--- src/design/ipv_pkg.sv ---
// Package for the interrupt priority and vectoring unit
package ipv_pkg;
   localparam int NSRC = 6;
   localparam int SRC_W = 3;
   localparam logic [31:0] ADDR_CTRL = 32'h0000_0000;
   localparam logic [31:0] ADDR_MODE = 32'h0000_0004;
   localparam logic [31:0] ADDR_ENA = 32'h0000_0008;
   localparam logic [31:0] ADDR_PRI = 32'h0000_000c;
   localparam logic [31:0] ADDR_REQ = 32'h0000_0010;
   localparam logic [31:0] ADDR_REQ_SET = 32'h0000_0014;
   localparam logic [31:0] ADDR_REQ_CLR = 32'h0000_0018;
   localparam logic [31:0] ADDR_EXT_CTRL = 32'h0000_001c;
   localparam logic [31:0] ADDR_PERIPH_EN = 32'h0000_0020;
   localparam logic [31:0] ADDR_AUX_STAT = 32'h0000_0024;
   localparam logic [31:0] ADDR_AUX_CLR = 32'h0000_0028;
   localparam logic [31:0] ADDR_VEC_STAT = 32'h0000_002c;
   localparam logic [31:0] ADDR_DONE = 32'h0000_0030;
   localparam int CTRL_GIE_BIT = 7;
   localparam int EXT_AUX_EN_BIT = 5;
   localparam logic [7:0] CONV_MASK = 8'h20;
   localparam logic [7:0] SUM_MASK = 8'h40;
   localparam logic [7:0] CTRL_RST = 8'h00;
   localparam logic [7:0] EXT_RST = 8'h00;
   localparam logic [7:0] PERIPH_RST = 8'h00;
   localparam logic [15:0] AUX_VECTOR = 16'h0033;
   localparam logic [15:0] VEC_BASE = 16'h0003;
   localparam logic [15:0] VEC_STEP = 16'h0008;
   localparam logic [1:0] RESP_OKAY = 2'b00;
   localparam logic [1:0] RESP_SLVERR = 2'b10;

   typedef struct packed {
      logic valid;
      logic [15:0] addr;
      logic aux;
      logic [SRC_W-1:0] src;
   } ipv_vec_s;

   typedef enum logic [1:0] {
      ST_IDLE = 2'b01,
      ST_BUSY = 2'b10
   } ipv_svc_e;
endpackage

--- src/design/ipv_irq_unit.sv ---
// Interrupt priority and vectoring unit with AXI4-Lite register slave
//
// Implementation choices: the register offsets and the AXI4-Lite slave port.
`timescale 1ns/100ps
module ipv_irq_unit #(
   parameter int NSRC = ipv_pkg::NSRC
) (
   // Clock and reset
   input wire logic ref_clk,
   input wire logic rst_n,
   // Interrupt sources
   input wire logic [NSRC-1:0] src_in,
   input wire logic conv_done,
   input wire logic sum_done,
   // Core side
   output ipv_pkg::ipv_vec_s vec_out,
   input wire logic vec_ack,
   input wire logic isr_done,
   output logic irq_out,
   // AXI4-Lite slave
   input wire logic [31:0] s_awaddr,
   input wire logic s_awvalid,
   output logic s_awready,
   input wire logic [31:0] s_wdata,
   input wire logic [3:0] s_wstrb,
   input wire logic s_wvalid,
   output logic s_wready,
   output logic [1:0] s_bresp,
   output logic s_bvalid,
   input wire logic s_bready,
   input wire logic [31:0] s_araddr,
   input wire logic s_arvalid,
   output logic s_arready,
   output logic [31:0] s_rdata,
   output logic [1:0] s_rresp,
   output logic s_rvalid,
   input wire logic s_rready
);
   logic rst_s1, rst_q;
   always_ff @(posedge ref_clk or negedge rst_n) begin
      if (!rst_n) begin
         rst_s1 <= 1'b0;
         rst_q <= 1'b0;
      end else begin
         rst_s1 <= 1'b1;
         rst_q <= rst_s1;
      end
   end

   logic [7:0] ctrl, ext_ctrl, periph_en, aux_stat;
   logic [NSRC-1:0] mode, ena, pri, req, src_q;
   logic [NSRC-1:0] in_svc_lo, in_svc_hi;
   logic in_svc_aux;
   logic conv_q, sum_q;
   ipv_pkg::ipv_svc_e svc_state;
   localparam int SRC_W = ipv_pkg::SRC_W;

   // AXI write channel: address and data taken in either order
   logic aw_held, w_held;
   logic [31:0] aw_addr, w_data;
   logic [3:0] w_strb;
   logic wr_go;
   assign s_awready = !aw_held && !s_bvalid;
   assign s_wready = !w_held && !s_bvalid;
   assign wr_go = aw_held && w_held && !s_bvalid;
   always_ff @(posedge ref_clk or negedge rst_q) begin
      if (!rst_q) begin
         aw_held <= 1'b0;
         w_held <= 1'b0;
         aw_addr <= 32'h0000_0000;
         w_data <= 32'h0000_0000;
         w_strb <= 4'h0;
         s_bvalid <= 1'b0;
         s_bresp <= ipv_pkg::RESP_OKAY;
      end else begin
         if (s_awvalid && s_awready) begin
            aw_held <= 1'b1;
            aw_addr <= s_awaddr;
         end
         if (s_wvalid && s_wready) begin
            w_held <= 1'b1;
            w_data <= s_wdata;
            w_strb <= s_wstrb;
         end
         if (wr_go) begin
            aw_held <= 1'b0;
            w_held <= 1'b0;
            s_bvalid <= 1'b1;
            s_bresp <= wr_hit(aw_addr) ? ipv_pkg::RESP_OKAY : ipv_pkg::RESP_SLVERR;
         end else if (s_bvalid && s_bready) begin
            s_bvalid <= 1'b0;
         end
      end
   end

   function automatic logic wr_hit(input logic [31:0] a);
      case (a)
         ipv_pkg::ADDR_CTRL, ipv_pkg::ADDR_MODE, ipv_pkg::ADDR_ENA, ipv_pkg::ADDR_PRI,
         ipv_pkg::ADDR_REQ_SET, ipv_pkg::ADDR_REQ_CLR, ipv_pkg::ADDR_EXT_CTRL,
         ipv_pkg::ADDR_PERIPH_EN, ipv_pkg::ADDR_AUX_CLR, ipv_pkg::ADDR_DONE: wr_hit = 1'b1;
         default: wr_hit = 1'b0;
      endcase
   endfunction

   // Only byte lane 0 carries register bits
   logic wr_en;
   assign wr_en = wr_go && w_strb[0];
   logic [7:0] wbyte;
   assign wbyte = w_data[7:0];

   always_ff @(posedge ref_clk or negedge rst_q) begin
      if (!rst_q) begin
         ctrl <= ipv_pkg::CTRL_RST;
         ext_ctrl <= ipv_pkg::EXT_RST;
         periph_en <= ipv_pkg::PERIPH_RST;
         mode <= '0;
         ena <= '0;
         pri <= '0;
      end else if (wr_en) begin
         case (aw_addr)
            ipv_pkg::ADDR_CTRL: ctrl <= wbyte;
            ipv_pkg::ADDR_EXT_CTRL: ext_ctrl <= wbyte;
            ipv_pkg::ADDR_PERIPH_EN: periph_en <= wbyte;
            ipv_pkg::ADDR_MODE: mode <= wbyte[NSRC-1:0];
            ipv_pkg::ADDR_ENA: ena <= wbyte[NSRC-1:0];
            ipv_pkg::ADDR_PRI: pri <= wbyte[NSRC-1:0];
            default: ;
         endcase
      end
   end

   logic gie, aux_en;
   assign gie = ctrl[ipv_pkg::CTRL_GIE_BIT];
   assign aux_en = ext_ctrl[ipv_pkg::EXT_AUX_EN_BIT];

   // Request flags, one per source
   logic [NSRC-1:0] sw_set, sw_clr, take_src;
   assign sw_set = (wr_en && aw_addr == ipv_pkg::ADDR_REQ_SET) ? wbyte[NSRC-1:0] : '0;
   assign sw_clr = (wr_en && aw_addr == ipv_pkg::ADDR_REQ_CLR) ? wbyte[NSRC-1:0] : '0;
   genvar gi;
   generate
      for (gi = 0; gi < NSRC; gi++) begin : g_src
         logic hw_hit;
         // Edge mode latches a rising edge; level mode follows the pin
         assign hw_hit = mode[gi] ? (src_in[gi] && !src_q[gi]) : src_in[gi];
         always_ff @(posedge ref_clk or negedge rst_q) begin
            if (!rst_q) begin
               req[gi] <= 1'b0;
               src_q[gi] <= 1'b0;
            end else begin
               src_q[gi] <= src_in[gi];
               // Hardware or software set beats any clear in the same cycle
               if (hw_hit || sw_set[gi]) begin
                  req[gi] <= 1'b1;
               end else if (sw_clr[gi] || take_src[gi]) begin
                  req[gi] <= 1'b0;
               end else if (!mode[gi]) begin
                  req[gi] <= 1'b0;
               end
            end
         end
      end
   endgenerate

   // Aux status flags, set by enabled peripheral events
   logic conv_rise, sum_rise;
   logic [7:0] aux_set, aux_clr;
   assign conv_rise = conv_done && !conv_q;
   assign sum_rise = sum_done && !sum_q;
   assign aux_set = (conv_rise ? (periph_en & ipv_pkg::CONV_MASK) : 8'h00)
                  | (sum_rise ? (periph_en & ipv_pkg::SUM_MASK) : 8'h00);
   assign aux_clr = (wr_en && aw_addr == ipv_pkg::ADDR_AUX_CLR) ? wbyte : 8'h00;
   always_ff @(posedge ref_clk or negedge rst_q) begin
      if (!rst_q) begin
         conv_q <= 1'b0;
         sum_q <= 1'b0;
         aux_stat <= 8'h00;
      end else begin
         conv_q <= conv_done;
         sum_q <= sum_done;
         aux_stat <= aux_set | (aux_stat & ~aux_clr);
      end
   end

   // Arbitration: aux first, then high-priority, then low, each by index
   logic aux_req;
   logic [NSRC-1:0] elig;
   assign aux_req = aux_en && (|(aux_stat & (ipv_pkg::CONV_MASK | ipv_pkg::SUM_MASK)));
   assign elig = req & ena & {NSRC{gie}};

   ipv_pkg::ipv_vec_s next_vec;
   always_comb begin
      next_vec = '0;
      if (aux_req && !in_svc_aux) begin
         next_vec.valid = 1'b1;
         next_vec.aux = 1'b1;
         next_vec.addr = ipv_pkg::AUX_VECTOR;
      end else if (!in_svc_aux) begin
         for (int i = NSRC - 1; i >= 0; i--) begin
            if (elig[i] && !pri[i] && in_svc_lo == '0 && in_svc_hi == '0
                && !(|(elig & pri))) begin
               next_vec.valid = 1'b1;
               next_vec.src = SRC_W'(i);
            end
         end
         for (int i = NSRC - 1; i >= 0; i--) begin
            if (elig[i] && pri[i] && in_svc_hi == '0) begin
               next_vec.valid = 1'b1;
               next_vec.src = SRC_W'(i);
            end
         end
         next_vec.addr = ipv_pkg::VEC_BASE
                       + 16'(ipv_pkg::VEC_STEP * 16'(next_vec.src));
      end
   end

   always_ff @(posedge ref_clk or negedge rst_q) begin
      if (!rst_q) begin
         vec_out <= '0;
      end else begin
         vec_out <= next_vec;
      end
   end
   assign irq_out = vec_out.valid;

   // Service tracking: acknowledged vector enters service until done
   logic vec_take;
   assign vec_take = vec_ack && vec_out.valid && next_vec.valid;
   always_comb begin
      take_src = '0;
      if (vec_take && !vec_out.aux && !mode[vec_out.src] == 1'b0) begin
         take_src[vec_out.src] = 1'b1;
      end
   end
   logic done_wr;
   assign done_wr = isr_done || (wr_en && aw_addr == ipv_pkg::ADDR_DONE);
   always_ff @(posedge ref_clk or negedge rst_q) begin
      if (!rst_q) begin
         in_svc_aux <= 1'b0;
         in_svc_hi <= '0;
         in_svc_lo <= '0;
         svc_state <= ipv_pkg::ST_IDLE;
      end else begin
         case (svc_state)
            ipv_pkg::ST_IDLE: begin
               if (vec_take) begin
                  svc_state <= ipv_pkg::ST_BUSY;
               end
            end
            ipv_pkg::ST_BUSY: begin
               if (done_wr && !vec_take) begin
                  svc_state <= ipv_pkg::ST_IDLE;
               end
            end
            default: svc_state <= ipv_pkg::ST_IDLE;
         endcase
         // Newest level done first: aux, then high, then low
         if (done_wr) begin
            if (in_svc_aux) begin
               in_svc_aux <= 1'b0;
            end else if (in_svc_hi != '0) begin
               in_svc_hi <= '0;
            end else begin
               in_svc_lo <= '0;
            end
         end
         if (vec_take) begin
            if (vec_out.aux) begin
               in_svc_aux <= 1'b1;
            end else if (pri[vec_out.src]) begin
               in_svc_hi[vec_out.src] <= 1'b1;
            end else begin
               in_svc_lo[vec_out.src] <= 1'b1;
            end
         end
      end
   end

   // AXI read channel
   logic [7:0] rd_byte;
   logic rd_ok;
   assign s_arready = !s_rvalid;
   always_comb begin
      rd_ok = 1'b1;
      rd_byte = 8'h00;
      case (s_araddr)
         ipv_pkg::ADDR_CTRL: rd_byte = ctrl;
         ipv_pkg::ADDR_EXT_CTRL: rd_byte = ext_ctrl;
         ipv_pkg::ADDR_PERIPH_EN: rd_byte = periph_en;
         ipv_pkg::ADDR_MODE: rd_byte = 8'(mode);
         ipv_pkg::ADDR_ENA: rd_byte = 8'(ena);
         ipv_pkg::ADDR_PRI: rd_byte = 8'(pri);
         ipv_pkg::ADDR_REQ: rd_byte = 8'(req);
         ipv_pkg::ADDR_AUX_STAT: rd_byte = aux_stat;
         ipv_pkg::ADDR_VEC_STAT: rd_byte = {vec_out.valid, vec_out.aux, in_svc_aux,
                                            svc_state == ipv_pkg::ST_BUSY, 1'b0, vec_out.src};
         ipv_pkg::ADDR_REQ_SET, ipv_pkg::ADDR_REQ_CLR, ipv_pkg::ADDR_AUX_CLR,
         ipv_pkg::ADDR_DONE: rd_byte = 8'h00;
         default: rd_ok = 1'b0;
      endcase
   end
   always_ff @(posedge ref_clk or negedge rst_q) begin
      if (!rst_q) begin
         s_rvalid <= 1'b0;
         s_rdata <= 32'h0000_0000;
         s_rresp <= ipv_pkg::RESP_OKAY;
      end else if (s_arvalid && s_arready) begin
         s_rvalid <= 1'b1;
         s_rdata <= {24'h00_0000, rd_byte};
         s_rresp <= rd_ok ? ipv_pkg::RESP_OKAY : ipv_pkg::RESP_SLVERR;
      end else if (s_rvalid && s_rready) begin
         s_rvalid <= 1'b0;
      end
   end

   // Checks
   AST_GIE_BLOCKS: assert property (@(posedge ref_clk) disable iff (!rst_q)
      (!gie && !aux_req) |=> !vec_out.valid)
      else $error("vector raised with global enable clear");
   AST_AUX_NO_GIE: assert property (@(posedge ref_clk) disable iff (!rst_q)
      (aux_req && !in_svc_aux) |=> (vec_out.valid && vec_out.aux))
      else $error("aux request not vectored");
   AST_AUX_EN: assert property (@(posedge ref_clk) disable iff (!rst_q)
      (!aux_en) |-> !(next_vec.aux))
      else $error("aux vectored while disabled");
   AST_AUX_ADDR: assert property (@(posedge ref_clk) disable iff (!rst_q)
      vec_out.aux |-> vec_out.addr == ipv_pkg::AUX_VECTOR)
      else $error("aux vector address wrong");
   AST_SUM_ONLY: assert property (@(posedge ref_clk) disable iff (!rst_q)
      (periph_en == 8'h40 && conv_rise && !aux_stat[5] && !aux_clr[5]) |=> !aux_stat[5])
      else $error("conversion flagged while masked");
   AST_BOTH: assert property (@(posedge ref_clk) disable iff (!rst_q)
      (periph_en == 8'h60 && conv_rise) |=> aux_stat[5])
      else $error("conversion event not flagged");
   AST_SET_WINS: assert property (@(posedge ref_clk) disable iff (!rst_q)
      (sum_rise && periph_en[6]) |=> aux_stat[6])
      else $error("summation flag lost");
   AST_SW_REQ: assert property (@(posedge ref_clk) disable iff (!rst_q)
      (sw_set[0]) |=> req[0])
      else $error("software request not taken");
   AST_HI_FIRST: assert property (@(posedge ref_clk) disable iff (!rst_q)
      (next_vec.valid && !next_vec.aux) |-> (pri[next_vec.src] || !(|(elig & pri))))
      else $error("low priority beat high");
   AST_INDEX: assert property (@(posedge ref_clk) disable iff (!rst_q)
      (next_vec.valid && !next_vec.aux && elig[0] && pri[0] == pri[next_vec.src]
       && in_svc_hi == '0 && in_svc_lo == '0) |-> next_vec.src == '0)
      else $error("index order broken");
   COV_AUX: cover property (@(posedge ref_clk) vec_take && vec_out.aux);
   COV_HI: cover property (@(posedge ref_clk) vec_take && pri[vec_out.src]);
   COV_LO: cover property (@(posedge ref_clk) vec_take && !vec_out.aux && !pri[vec_out.src]);
endmodule

--- config.mk ---
export PLATFORM = sky130hd
export DESIGN_NAME = ipv_irq_unit
export DESIGN_NICKNAME = d
export VERILOG_FILES = /design/src/design/ipv_pkg.sv /design/src/design/ipv_irq_unit.sv
export SDC_FILE = /design/constraint.sdc
export NUM_CORES = 1
export LEC_CHECK = 0
export BUFFER_PORTS_ARGS = -buffer_cell sky130_fd_sc_hd__buf_2
export CORE_ASPECT_RATIO = 0.5
export CORE_MARGIN = 2
export CORE_UTILIZATION = 53
export DETAILED_ROUTE_END_ITERATION = 16
export PLACE_DENSITY = 0.76
export SLEW_MARGIN = 20
export SYNTH_ARGS = -nofsm -noshare
export SYNTH_HDL_FRONTEND = slang
export SYNTH_SLANG_ARGS = --single-unit
--- constraint.sdc ---
create_clock -name ref_clk -period 5.1 [get_ports ref_clk]
set_input_delay 0.51 -clock ref_clk [delete_from_list [all_inputs] [get_ports ref_clk]]
set_output_delay 0.51 -clock ref_clk [all_outputs]
set_load 0.01 [all_outputs]
==> results of run 1 <==
==> worst register-to-register path: cells and delay by family, from the launching register on <==
family,cells,cell delay (ps)
flops,1,370
compound gates,2,620
simple gates,4,1560
==> per-stage QoR <==
step / setup WS [ps] / instances / power [uW] / cell area (um2) / util
5_1_grt: 2166 / 913 / 3341 / 8094 / 0.6355
3_3_place_gp: 2525 / 880 / 2004 / 7508 / 0.5895
4_1_cts: 2412 / 913 / 3210 / 8082 / 0.6345
6_report: 2424 / 913 / 3198 / 8094 / 0.6355
2_1_floorplan: 792.5 / 662 / 1877 / 7102 / -
3_5_place_dp: 2487 / 880 / 2035 / 7508 / 0.5895
==> cell usage after synthesis (all sizes together) (8+ instances only) <==
library cell / count / area [um2]
nor4: 16 / 115.1
nand4: 11 / 68.82
a221o: 12 / 120.1
mux2: 83 / 934.7
nor3: 13 / 65.06
buf: 45 / 320.3
dfrtp: 143 / 3578
o21ai: 23 / 115.1
mux2i: 8 / 80.08
and3: 9 / 56.30
a22oi: 10 / 75.07
a22o: 11 / 96.34
nand3: 13 / 65.06
a21boi: 8 / 60.06
clkbuf: 26 / 97.59
nor2: 36 / 135.1
a21oi: 14 / 70.07
inv: 10 / 37.54
nand2: 52 / 195.2
==> what timing repair did <==
item,CTS,global route
setup endpoints to repair,0,0
hold buffers,1,0
hold endpoints to repair,2,0
setup buffers,0,0
==> sequential cells by signal (all words and copies together) (netlist names), 7 cells and up <==
register	cells
aw_addr	32
aux_stat	8
ctrl	8
ext_ctrl	8
periph_en	8
s_rdata	8
w_data	8
vec_out	7
==> worst max path at each step <==
| stage | startpoint | endpoint | slack, ps | cells after the start |
|---|---|---|---|---|
| 2_1_floorplan | rst_q | aux_stat[0] | 790 | 0 |
| 3_3_place_gp | s_araddr[3] | s_rdata[5] | 2530 | 6 |
| 3_5_place_dp | aw_addr[7] | in_svc_lo[2] | 2490 | 6 |
| 4_1_cts | aw_addr[7] | in_svc_lo[2] | 2410 | 6 |
| 5_1_grt | aw_addr[7] | in_svc_lo[2] | 2170 | 6 |
| 6_report | aw_addr[7] | in_svc_lo[2] | 2420 | 6 |
==> cell type report <==
| class | count | area (um2) |
|---|---|---|
| inverter | 10 | 37.54 |
| fill | 1033 | 4642 |
| clock inverter | 15 | 137.6 |
| timing repair buffer | 120 | 615.6 |
| clock buffer | 17 | 425.4 |
| multi-input combinational | 437 | 3057 |
| sequential | 144 | 3608 |
| tap | 170 | 212.7 |
==> layer usage <==
| layer | vias up | wire [um] |
|---|---|---|
| met1 | 2621 | 7290 |
| met3 | 24 | 1539 |
| met4 | 0 | 255 |
| met2 | 243 | 7649 |
| met5 | - | 0 |
| li1 | 2432 | - |
==> report_power, final <==
group	leakage [uW]	internal, uW	switching (uW)	total, uW
Combinational	0.00169	246	218	463
Sequential	0.00187	1330	219	1550
Clock	0.000275	676	505	1180
Total	0.00383	2260	942	3200
==> cell families (layout without fill, tap and decap cells) <==
| logic type | Yosys count | in the layout | share of synthesized area |
|---|---|---|---|
| compound gates | 115 | 115 | 0.1200 |
| buf+inv | 81 | 162 | 0.06537 |
| flops | 144 | 144 | 0.5174 |
| mux | 93 | 93 | 0.1521 |
| other cells | 2 | 38 | 0.001078 |
| simple gates | 191 | 191 | 0.1440 |
==> results.sh, run 1 <==
export IMPL_gr_total_overflow=0
export IMPL_worstPathMaxFanout=8
export IMPL_globalplace_congestion=0.9854
export IMPL_vias=5320
export IMPL_arrival_ps=2980
export IMPL_fin_setup_tns_ps=0
export IMPL_hold_path_end="src_q[5]"
export IMPL_cts_tree="yes"
export IMPL_viasPerCell=5.827
export IMPL_grt_busiest_layer="met2"
export IMPL_rsz0062_at_grt="no"
export IMPL_path_class="flop to flop"
export IMPL_drcViolationCount=0
export IMPL_final_cell_mix="142 x dfrtp_1, 115 x buf_2, 83 x mux2_2"
export IMPL_die_w_um=166.1
export IMPL_antenna_cells=0
export IMPL_ys_ff_latch=144
export IMPL_cts_max_level=4
export IMPL_use_met1=0.3414
export IMPL_synth_top_flop_cell="dfrtp_1"
export IMPL_p_leak_uw=0.003826
export IMPL_min_from="src_in[5]"
export IMPL_layout_nets=847
export IMPL_std_cell_rows=29
export IMPL_reg2regPathDepth=6
export IMPL_grt_pass1_wl_um=27750
export IMPL_crit_chain="nor4_1, nand4_1, nor4_4, a31oi_1, or3_1, a22o_1"
export IMPL_skew_ps=9.320
export IMPL_setup_viol_count_final=0
export IMPL_worstHoldPathType="input port to flop"
export IMPL_synth_cell_types=55
export IMPL_endpoint_kind="flop"
export IMPL_finalMaxSlewViolations=0
export IMPL_start_kind="flop"
export IMPL_hpwlAfterDp_um=12090
export IMPL_period_minus_slack_ps=2676
export IMPL_critPathRequiredTime_ps=5400
export IMPL_cts_clk_slew_worst_paths_ps=60
export IMPL_portBuffers=115
export IMPL_timing_rr_end="in_svc_lo[2]"
export IMPL_wl_per_cell_um=18.33
export IMPL_ys_warnings_count=0
export IMPL_synth_area_um2=6967
export IMPL_grt_use_met3=0.07229
export IMPL_areaGrowthSynthToFinish_pct=16.18
export IMPL_coreArea_um2=12740
export IMPL_max_cap_viol_count=0
export IMPL_whs_ps=209.6
export IMPL_avgSynthCellArea_um2=11.13
export IMPL_slowest_delay_ps=500
export IMPL_io_pins=180
export IMPL_cts_made_buffers=17
export IMPL_clock_latency_ps=420
export IMPL_drt_iter0_drc=413
export IMPL_post_route_period_util=0.5247
export IMPL_grt_max_degree=66
export IMPL_yosysSeqAreaShare=0.5174
export IMPL_die_h_um=85.07
export IMPL_post_cts_resized=0
export IMPL_status="complete, no violations"
export IMPL_slew_headroom=0.4335
export IMPL_crit_buf_inv=0
export IMPL_critPathTopFamily="simple AND/OR/NAND/NOR gates"
export IMPL_antenna_found_initial=0
export IMPL_hold_depth=1
export IMPL_start_util=0.5470
export IMPL_final_common_cell="dfrtp_1"
export IMPL_async_flop_share=1.000
export IMPL_drt_pass1_iterations=7
export IMPL_grt_use_total=0.2504
export IMPL_vdd_ir_drop_max_uv=280.3
export IMPL_crit_path_top_delay_cell="or3_1"
export IMPL_synthCells=626
export IMPL_clock_path_buffers=2
export IMPL_hold_viol=0
export IMPL_die_area_um2=14130
export IMPL_grtUsageMet2=0.3927
export IMPL_drive_above_1_share=0.3297
export IMPL_r2r_slack_ps=2420
export IMPL_cts_sinks=144
export IMPL_grt_pass1_vias=5345
export IMPL_p_per_area_nw_per_um2=395.1
export IMPL_root_buffer="clkbuf_16"
export IMPL_ant_nets=0
export IMPL_crit_reg2reg_launch="aw_addr[7]"
export IMPL_worst_pin_slew_ps=842.0
export IMPL_max_freq_ghz=0.3737
export IMPL_wirelength_um=16730
export IMPL_synth_edf_count=0
(Power assumes the default switching activity.)
==> run 2, diff against run 1 <==
--- a/config.mk
+++ b/config.mk
@@ -8,9 +8,9 @@
 export BUFFER_PORTS_ARGS = -buffer_cell sky130_fd_sc_hd__buf_2
 export CORE_ASPECT_RATIO = 0.5
 export CORE_MARGIN = 2
-export CORE_UTILIZATION = 53
+export CORE_UTILIZATION = 48
 export DETAILED_ROUTE_END_ITERATION = 16
-export PLACE_DENSITY = 0.76
+export PLACE_DENSITY = 0.72
 export SLEW_MARGIN = 20
 export SYNTH_ARGS = -nofsm -noshare
 export SYNTH_HDL_FRONTEND = slang
==> constraint.sdc (replaced) <==
create_clock -name ref_clk -period 2.4 [get_ports ref_clk]
set_input_delay 0.24 -clock ref_clk [delete_from_list [all_inputs] [get_ports ref_clk]]
set_output_delay 0.24 -clock ref_clk [all_outputs]
set_load 0.01 [all_outputs]
==> results.sh, run 2 (synthesized netlist as in run 1, its figures left out) <==
export IMPL_status="complete, no violations"
export IMPL_drive_above_1_share=0.3519
export IMPL_grt_pass1_vias=5218
export IMPL_globalplace_congestion=0.9150
export IMPL_die_h_um=89.19
export IMPL_timing_rr_end="pri[4]"
export IMPL_die_area_um2=15550
export IMPL_r2r_slack_ps=90
export IMPL_start_util=0.4868
export IMPL_drt_iter0_drc=443
export IMPL_root_buffer="clkbuf_16"
export IMPL_worstHoldPathType="input port to flop"
export IMPL_wl_per_cell_um=17.92
export IMPL_drt_pass1_iterations=5
export IMPL_path_class="flop to flop"
export IMPL_arrival_ps=2610
export IMPL_final_core_util=0.5938
export IMPL_fill_cells=1206
export IMPL_worstPathMaxFanout=6
export IMPL_hold_viol=0
export IMPL_viasPerCell=5.642
export IMPL_cts_max_level=4
export IMPL_portBuffers=115
export IMPL_post_route_period_util=0.9636
export IMPL_reg2regPathDepth=8
export IMPL_worst_pin_slew_ps=722.9
export IMPL_max_freq_ghz=0.4324
export IMPL_cts_made_buffers=17
export IMPL_final_common_cell="dfrtp_1"
export IMPL_die_w_um=174.4
export IMPL_whs_ps=31.87
export IMPL_layout_nets=877
export IMPL_regArea_um2=3610
export IMPL_crit_path_top_delay_cell="dfrtp_1"
export IMPL_coreArea_um2=14310
export IMPL_cts_sinks=144
export IMPL_period_minus_slack_ps=2313
export IMPL_max_cap_viol_count=0
export IMPL_cp_endpoint="pri[4]"
export IMPL_crit_chain="nor4_1, nand4_1, nor4_4, buf_4, buf_4, and2_2, nand2_2, mux2_2"
export IMPL_start_kind="flop"
export IMPL_largest_register="aw_addr"
export IMPL_final_cell_mix="141 x dfrtp_1, 115 x buf_2, 83 x mux2_2"
export IMPL_wirelength_um=17420
export IMPL_p_leak_uw=0.004037
export IMPL_grt_max_degree=47
export IMPL_ant_nets=0
export IMPL_grt_use_total=0.2287
export IMPL_vdd_ir_drop_max_uv=584.3
export IMPL_finalMaxSlewViolations=0
export IMPL_clock_path_buffers=2
export IMPL_setup_viol_count_final=0
export IMPL_skew_ps=15.72
export IMPL_slowest_delay_ps=380
export IMPL_vias=5484
export IMPL_p_per_area_nw_per_um2=836.9
export IMPL_std_cell_rows=31
export IMPL_multiInputGateArea_um2=3095
export IMPL_drcViolationCount=0
export IMPL_hpwlAfterDp_um=12420
export IMPL_cts_tree="yes"
export IMPL_io_pins=180
export IMPL_path_common_cell="buf_4"
export IMPL_areaGrowthSynthToFinish_pct=22.00
export IMPL_cts_clk_slew_worst_paths_ps=70
export IMPL_crit_reg2reg_launch="aw_addr[8]"
export IMPL_gr_total_overflow=0
export IMPL_critPathRequiredTime_ps=2700
export IMPL_cp_startpoint="aw_addr[8]"
export IMPL_largest_reg_flops=32
export IMPL_slew_headroom=0.5136
export IMPL_antenna_found_initial=0
export IMPL_clock_latency_ps=420
export IMPL_grt_pass1_wl_um=27460
export IMPL_endpoint_kind="flop"
## run 2: cell types whose count changed in the layout (fill, tap and decap cells not counted), sizes merged, moves of 7 or more
cell	previous run	this run
buf	119	139
clkinv	9	2
dlygate4sd3	1	11
inv	13	20
## run 2: worst min path at each step
stage | start | endpoint | slack [ps] | depth (start not counted)
global route | s_awaddr[5] | aw_addr[5] | 40 | 2
floorplan | rst_n | rst_q | -60 | 0
detailed placement | rst_n | rst_s1 | 30 | 1
finish | s_wstrb[0] | w_strb[0] | 30 | 3
global placement | rst_n | rst_s1 | 20 | 1
CTS | s_wstrb[0] | w_strb[0] | 20 | 3
## run 2: layer usage
| layer | up-vias | routed length, um | global-route usage |
|---|---|---|---|
| li1 | 2500 | - | - |
| met1 | 2714 | 7909 | 0.3159 |
| met2 | 240 | 7779 | 0.3571 |
| met3 | 30 | 1362 | 0.05017 |
| met4 | 0 | 364 | 0.09320 |
| met5 | - | 0 | 0 |
## run 2: critical path, delay by kind of cell, from the launching register on
kind,cells,cell delay (ps)
flip-flops,1,380
multiplexers,1,320
AND/OR/NAND/NOR,5,1210
buffers and inverters,2,290
## run 2: layout make-up
type                       count  share of cell area
antenna                        1           0.0002944
clock buffer                  17             0.05005
clock inverter                15             0.02238
inverter                      10            0.004416
multi-input combinational    437              0.3642
sequential                   144              0.4247
tap                          198             0.02915
timing repair buffer         150              0.1048
## run 2: power by group
part | total, uW | switching [uW] | leakage, uW | internal, uW
combinational | 1030 | 476 | 0.00187 | 550
clock | 2760 | 1170 | 0.000300 | 1590
sequential | 3330 | 497 | 0.00186 | 2830
## run 2: through the flow
stage | setup WS (ps) | cell area [um2] | cells | power [uW] | TNS, ps
floorplan | 10.63 | 7103 | 662 | 3988 | 0
global placement | 56.67 | 7696 | 925 | 4292 | 0
detailed placement | -42.62 | 7696 | 925 | 4360 | -146.9
CTS | 12.77 | 8446 | 969 | 7134 | 0
global route | -22.83 | 8497 | 971 | 7456 | -91.98
finish | 87.33 | 8499 | 972 | 7113 | 0
## run 2: what timing repair did
| action | in CTS | in global routing |
|---|---|---|
| hold buffers | 11 | 0 |
| setup buffers | 1 | 2 |
| setup endpoints to repair | 13 | 44 |
| endpoints found under the hold margin | 12 | 0 |
| resized for setup | 4 | 8 |
| pin swaps | 0 | 3 |
==> run 3, diff against run 2 <==
--- a/config.mk
+++ b/config.mk
@@ -5,12 +5,13 @@
 export SDC_FILE = /design/constraint.sdc
 export NUM_CORES = 1
 export LEC_CHECK = 0
+export ABC_AREA = 1
 export BUFFER_PORTS_ARGS = -buffer_cell sky130_fd_sc_hd__buf_2
 export CORE_ASPECT_RATIO = 0.5
 export CORE_MARGIN = 2
-export CORE_UTILIZATION = 48
+export CORE_UTILIZATION = 49
 export DETAILED_ROUTE_END_ITERATION = 16
-export PLACE_DENSITY = 0.72
+export PLACE_DENSITY = 0.73
 export SLEW_MARGIN = 20
 export SYNTH_ARGS = -nofsm -noshare
 export SYNTH_HDL_FRONTEND = slang
==> results.sh, run 3 <==
export IMPL_arrival_ps=2410
export IMPL_wirelength_um=17600
export IMPL_yosysSeqAreaShare=0.4978
export IMPL_gr_total_overflow=0
export IMPL_postLayoutCellArea_um2=8640
export IMPL_drive_above_1_share=0.2049
export IMPL_wl_per_cell_um=14.39
export IMPL_die_w_um=175.9
export IMPL_ys_warnings_count=0
export IMPL_post_cts_buffers=0
export IMPL_wl_met2_um=7419
export IMPL_critPathTopFamily="simple AND/OR/NAND/NOR gates"
export IMPL_yosysTopAreaCellShare=0.4942
export IMPL_p_sw_uw=2131
export IMPL_cts_clk_slew_worst_paths_ps=70
export IMPL_final_cell_mix="193 x nand2_1, 142 x dfrtp_1, 115 x buf_2"
export IMPL_layout_nets=1129
export IMPL_vdd_ir_drop_max_uv=831.9
export IMPL_critPathRequiredTime_ps=2680
export IMPL_hpwlAfterDp_um=12960
export IMPL_skew_ps=11.80
export IMPL_max_freq_ghz=0.4707
export IMPL_yosysMostFrequentCell="nand2_1"
export IMPL_highest_layer="met4"
export IMPL_power_share_sequential=0.439
export IMPL_ant_nets=0
export IMPL_root_buffer="clkbuf_16"
export IMPL_p_per_area_nw_per_um2=801.9
export IMPL_p_leak_uw=0.004298
export IMPL_synth_edf_count=0
export IMPL_std_cell_rows=31
export IMPL_synth_area_um2=7241
export IMPL_combPwrFrac=0.179
export IMPL_largest_reg_flops=32
export IMPL_antenna_cells=0
export IMPL_clock_latency_ps=420
export IMPL_intPower_uw=4797
export IMPL_coreArea_um2=14470
export IMPL_max_cap_viol_count=0
export IMPL_endpoint_kind="flop"
export IMPL_worstHoldPathType="input port to flop"
export IMPL_path_class="flop to flop"
export IMPL_swShare=0.3077
export IMPL_period_minus_slack_ps=2124
export IMPL_crit_path_top_delay_cell="dfrtp_1"
export IMPL_clock_path_buffers=2
export IMPL_start_kind="flop"
export IMPL_regArea_um2=3608
export IMPL_slew_headroom=0.5620
export IMPL_cts_max_level=4
export IMPL_synth_cell_types=38
export IMPL_io_pins=180
export IMPL_wl_met1_um=8439
export IMPL_globalplace_congestion=0.8932
export IMPL_synthCells=877
export IMPL_grt_pass1_wl_um=29080
export IMPL_ys_ff_latch=144
export IMPL_finalMaxSlewViolations=0
export IMPL_crit_buf_inv=1
export IMPL_synth_top_cells_by_area="dfrtp_1 49%, nand2_1 10%, o21ai_0 6.1%"
export IMPL_yosysTopAreaCell="dfrtp_1"
export IMPL_die_area_um2=15820
export IMPL_grt_use_total=0.2336
export IMPL_synth_common_cells="193 x nand2_1, 143 x dfrtp_1, 95 x nor2_1"
export IMPL_rsz0062_at_grt="no"
export IMPL_antenna_found_initial=0
export IMPL_multiInputGateArea_um2=3070
export IMPL_drcViolationCount=0
export IMPL_cts_tree="yes"
export IMPL_start_util=0.5005
export IMPL_fill_cells=1317
export IMPL_post_route_period_util=0.8851
export IMPL_worstPathMaxFanout=7
export IMPL_grt_pass1_vias=5790
export IMPL_vias=6284
export IMPL_place_area_um2=7931
export IMPL_final_common_cell="nand2_1"
export IMPL_portBuffers=115
export IMPL_cts_made_buffers=17
export IMPL_areaGrowthSynthToFinish_pct=19.32
export IMPL_synth_top_flop_cell="dfrtp_1"
export IMPL_crit_chain="nor2_2, inv_1, nor3_1, nand3_1, nor3_1, nand2_1, nand2_1, nand2_1, nor2_4, o21ai_0"
export IMPL_hold_viol=0
export IMPL_die_h_um=89.96
export IMPL_route_met3_wl_um=1509
export IMPL_async_flop_share=1.000
export IMPL_grt_max_degree=56
export IMPL_fin_setup_tns_ps=0
export IMPL_clkPwrFrac=0.382
export IMPL_avgSynthCellArea_um2=8.256
export IMPL_setup_viol_count_final=0
export IMPL_status="complete, no violations"
export IMPL_pre_cts_slack_ps=315.9
export IMPL_final_core_util=0.5972
export IMPL_slowest_delay_ps=390
export IMPL_drt_pass1_iterations=5
export IMPL_fin_ws_ps=275.7
export IMPL_cts_sinks=144
export IMPL_drt_iter0_drc=538
export IMPL_largest_register="aw_addr"
export IMPL_worst_pin_slew_ps=657.0
export IMPL_path_common_cell="nand2_1"
export IMPL_viasPerCell=5.138
-- run 3: changes by cell type after synthesis, sizes merged, moves of 9 or more --
cell / change
inv: +73
nand3: +68
o21ai: +75
a22oi: -10
nand2: +143
a21oi: +9
clkbuf: -15
nor2: +68
a22o: -10
a221o: -12
mux2: -57
-- run 3: layout make-up --
| class | instances | share of cell area |
|---|---|---|
| Sequential cell | 144 | 0.4177 |
| Tap cell | 198 | 0.02867 |
| Multi-Input combinational cell | 627 | 0.3554 |
| Inverter | 83 | 0.03606 |
| Timing Repair Buffer | 139 | 0.09356 |
| Clock buffer | 17 | 0.04924 |
| Clock inverter | 15 | 0.01941 |
-- run 3: timing repair --
action                     in CTS  in global routing
hold endpoints to repair       12                  0
hold buffers                   11                  0
gates resized for setup         0                  1
setup endpoints to repair       0                  1
-- run 3: logic make-up after synthesis --
| family | count (synthesis) | synth area share |
|---|---|---|
| multiplexers | 26 | 0.04044 |
| AND/OR/NAND/NOR | 428 | 0.2656 |
| buffers and inverters | 142 | 0.09746 |
| flip-flops | 144 | 0.4978 |
| AO/OA/AOI/OAI | 135 | 0.09763 |
| other | 2 | 0.001037 |
-- run 3: metrics by stage --
stage | std cells | total power (uW) | hold slack (ps)
5_1_grt | 1223 | 7279 | 22.56
3_3_place_gp | 1180 | 4249 | 24.87
6_report | 1223 | 6928 | 42.26
3_5_place_dp | 1180 | 4309 | 29.90
4_1_cts | 1223 | 6978 | 29.55
2_1_floorplan | 913 | 3920 | -55.59
-- run 3: path summary, 6_finish.rpt --
check | startpoint | to | slack [ps] | cells past startpoint
worst min-delay path | s_awaddr[21] | aw_addr[21] | 40 | 2
worst max register to register | aw_addr[1] | in_svc_lo[2] | 280 | 10
max in group asynchronous | rst_q | s_rresp[1] | 1310 | 1
worst min register to register | rst_s1 | rst_q | 350 | 0
worst max-delay path | aw_addr[1] | in_svc_lo[2] | 280 | 10
min in group asynchronous | rst_n | rst_q | 130 | 2
-- run 3: power by group through the flow --
stage	combinational [uW]	sequential [uW]	clock (uW)
after floorplan	863	3060	0
after global placement	1190	3060	0
after detailed placement	1230	3080	0
after CTS	1250	3040	2690
after global routing	1400	3090	2790
final	1240	3040	2640
-- run 3: layer usage --
| layer | vias to the layer above | GRT usage |
|---|---|---|
| met5 | - | 0 |
| met4 | 0 | 0.06061 |
| met3 | 22 | 0.06895 |
| met2 | 254 | 0.3445 |
| met1 | 2918 | 0.3382 |
| li1 | 3090 | - |
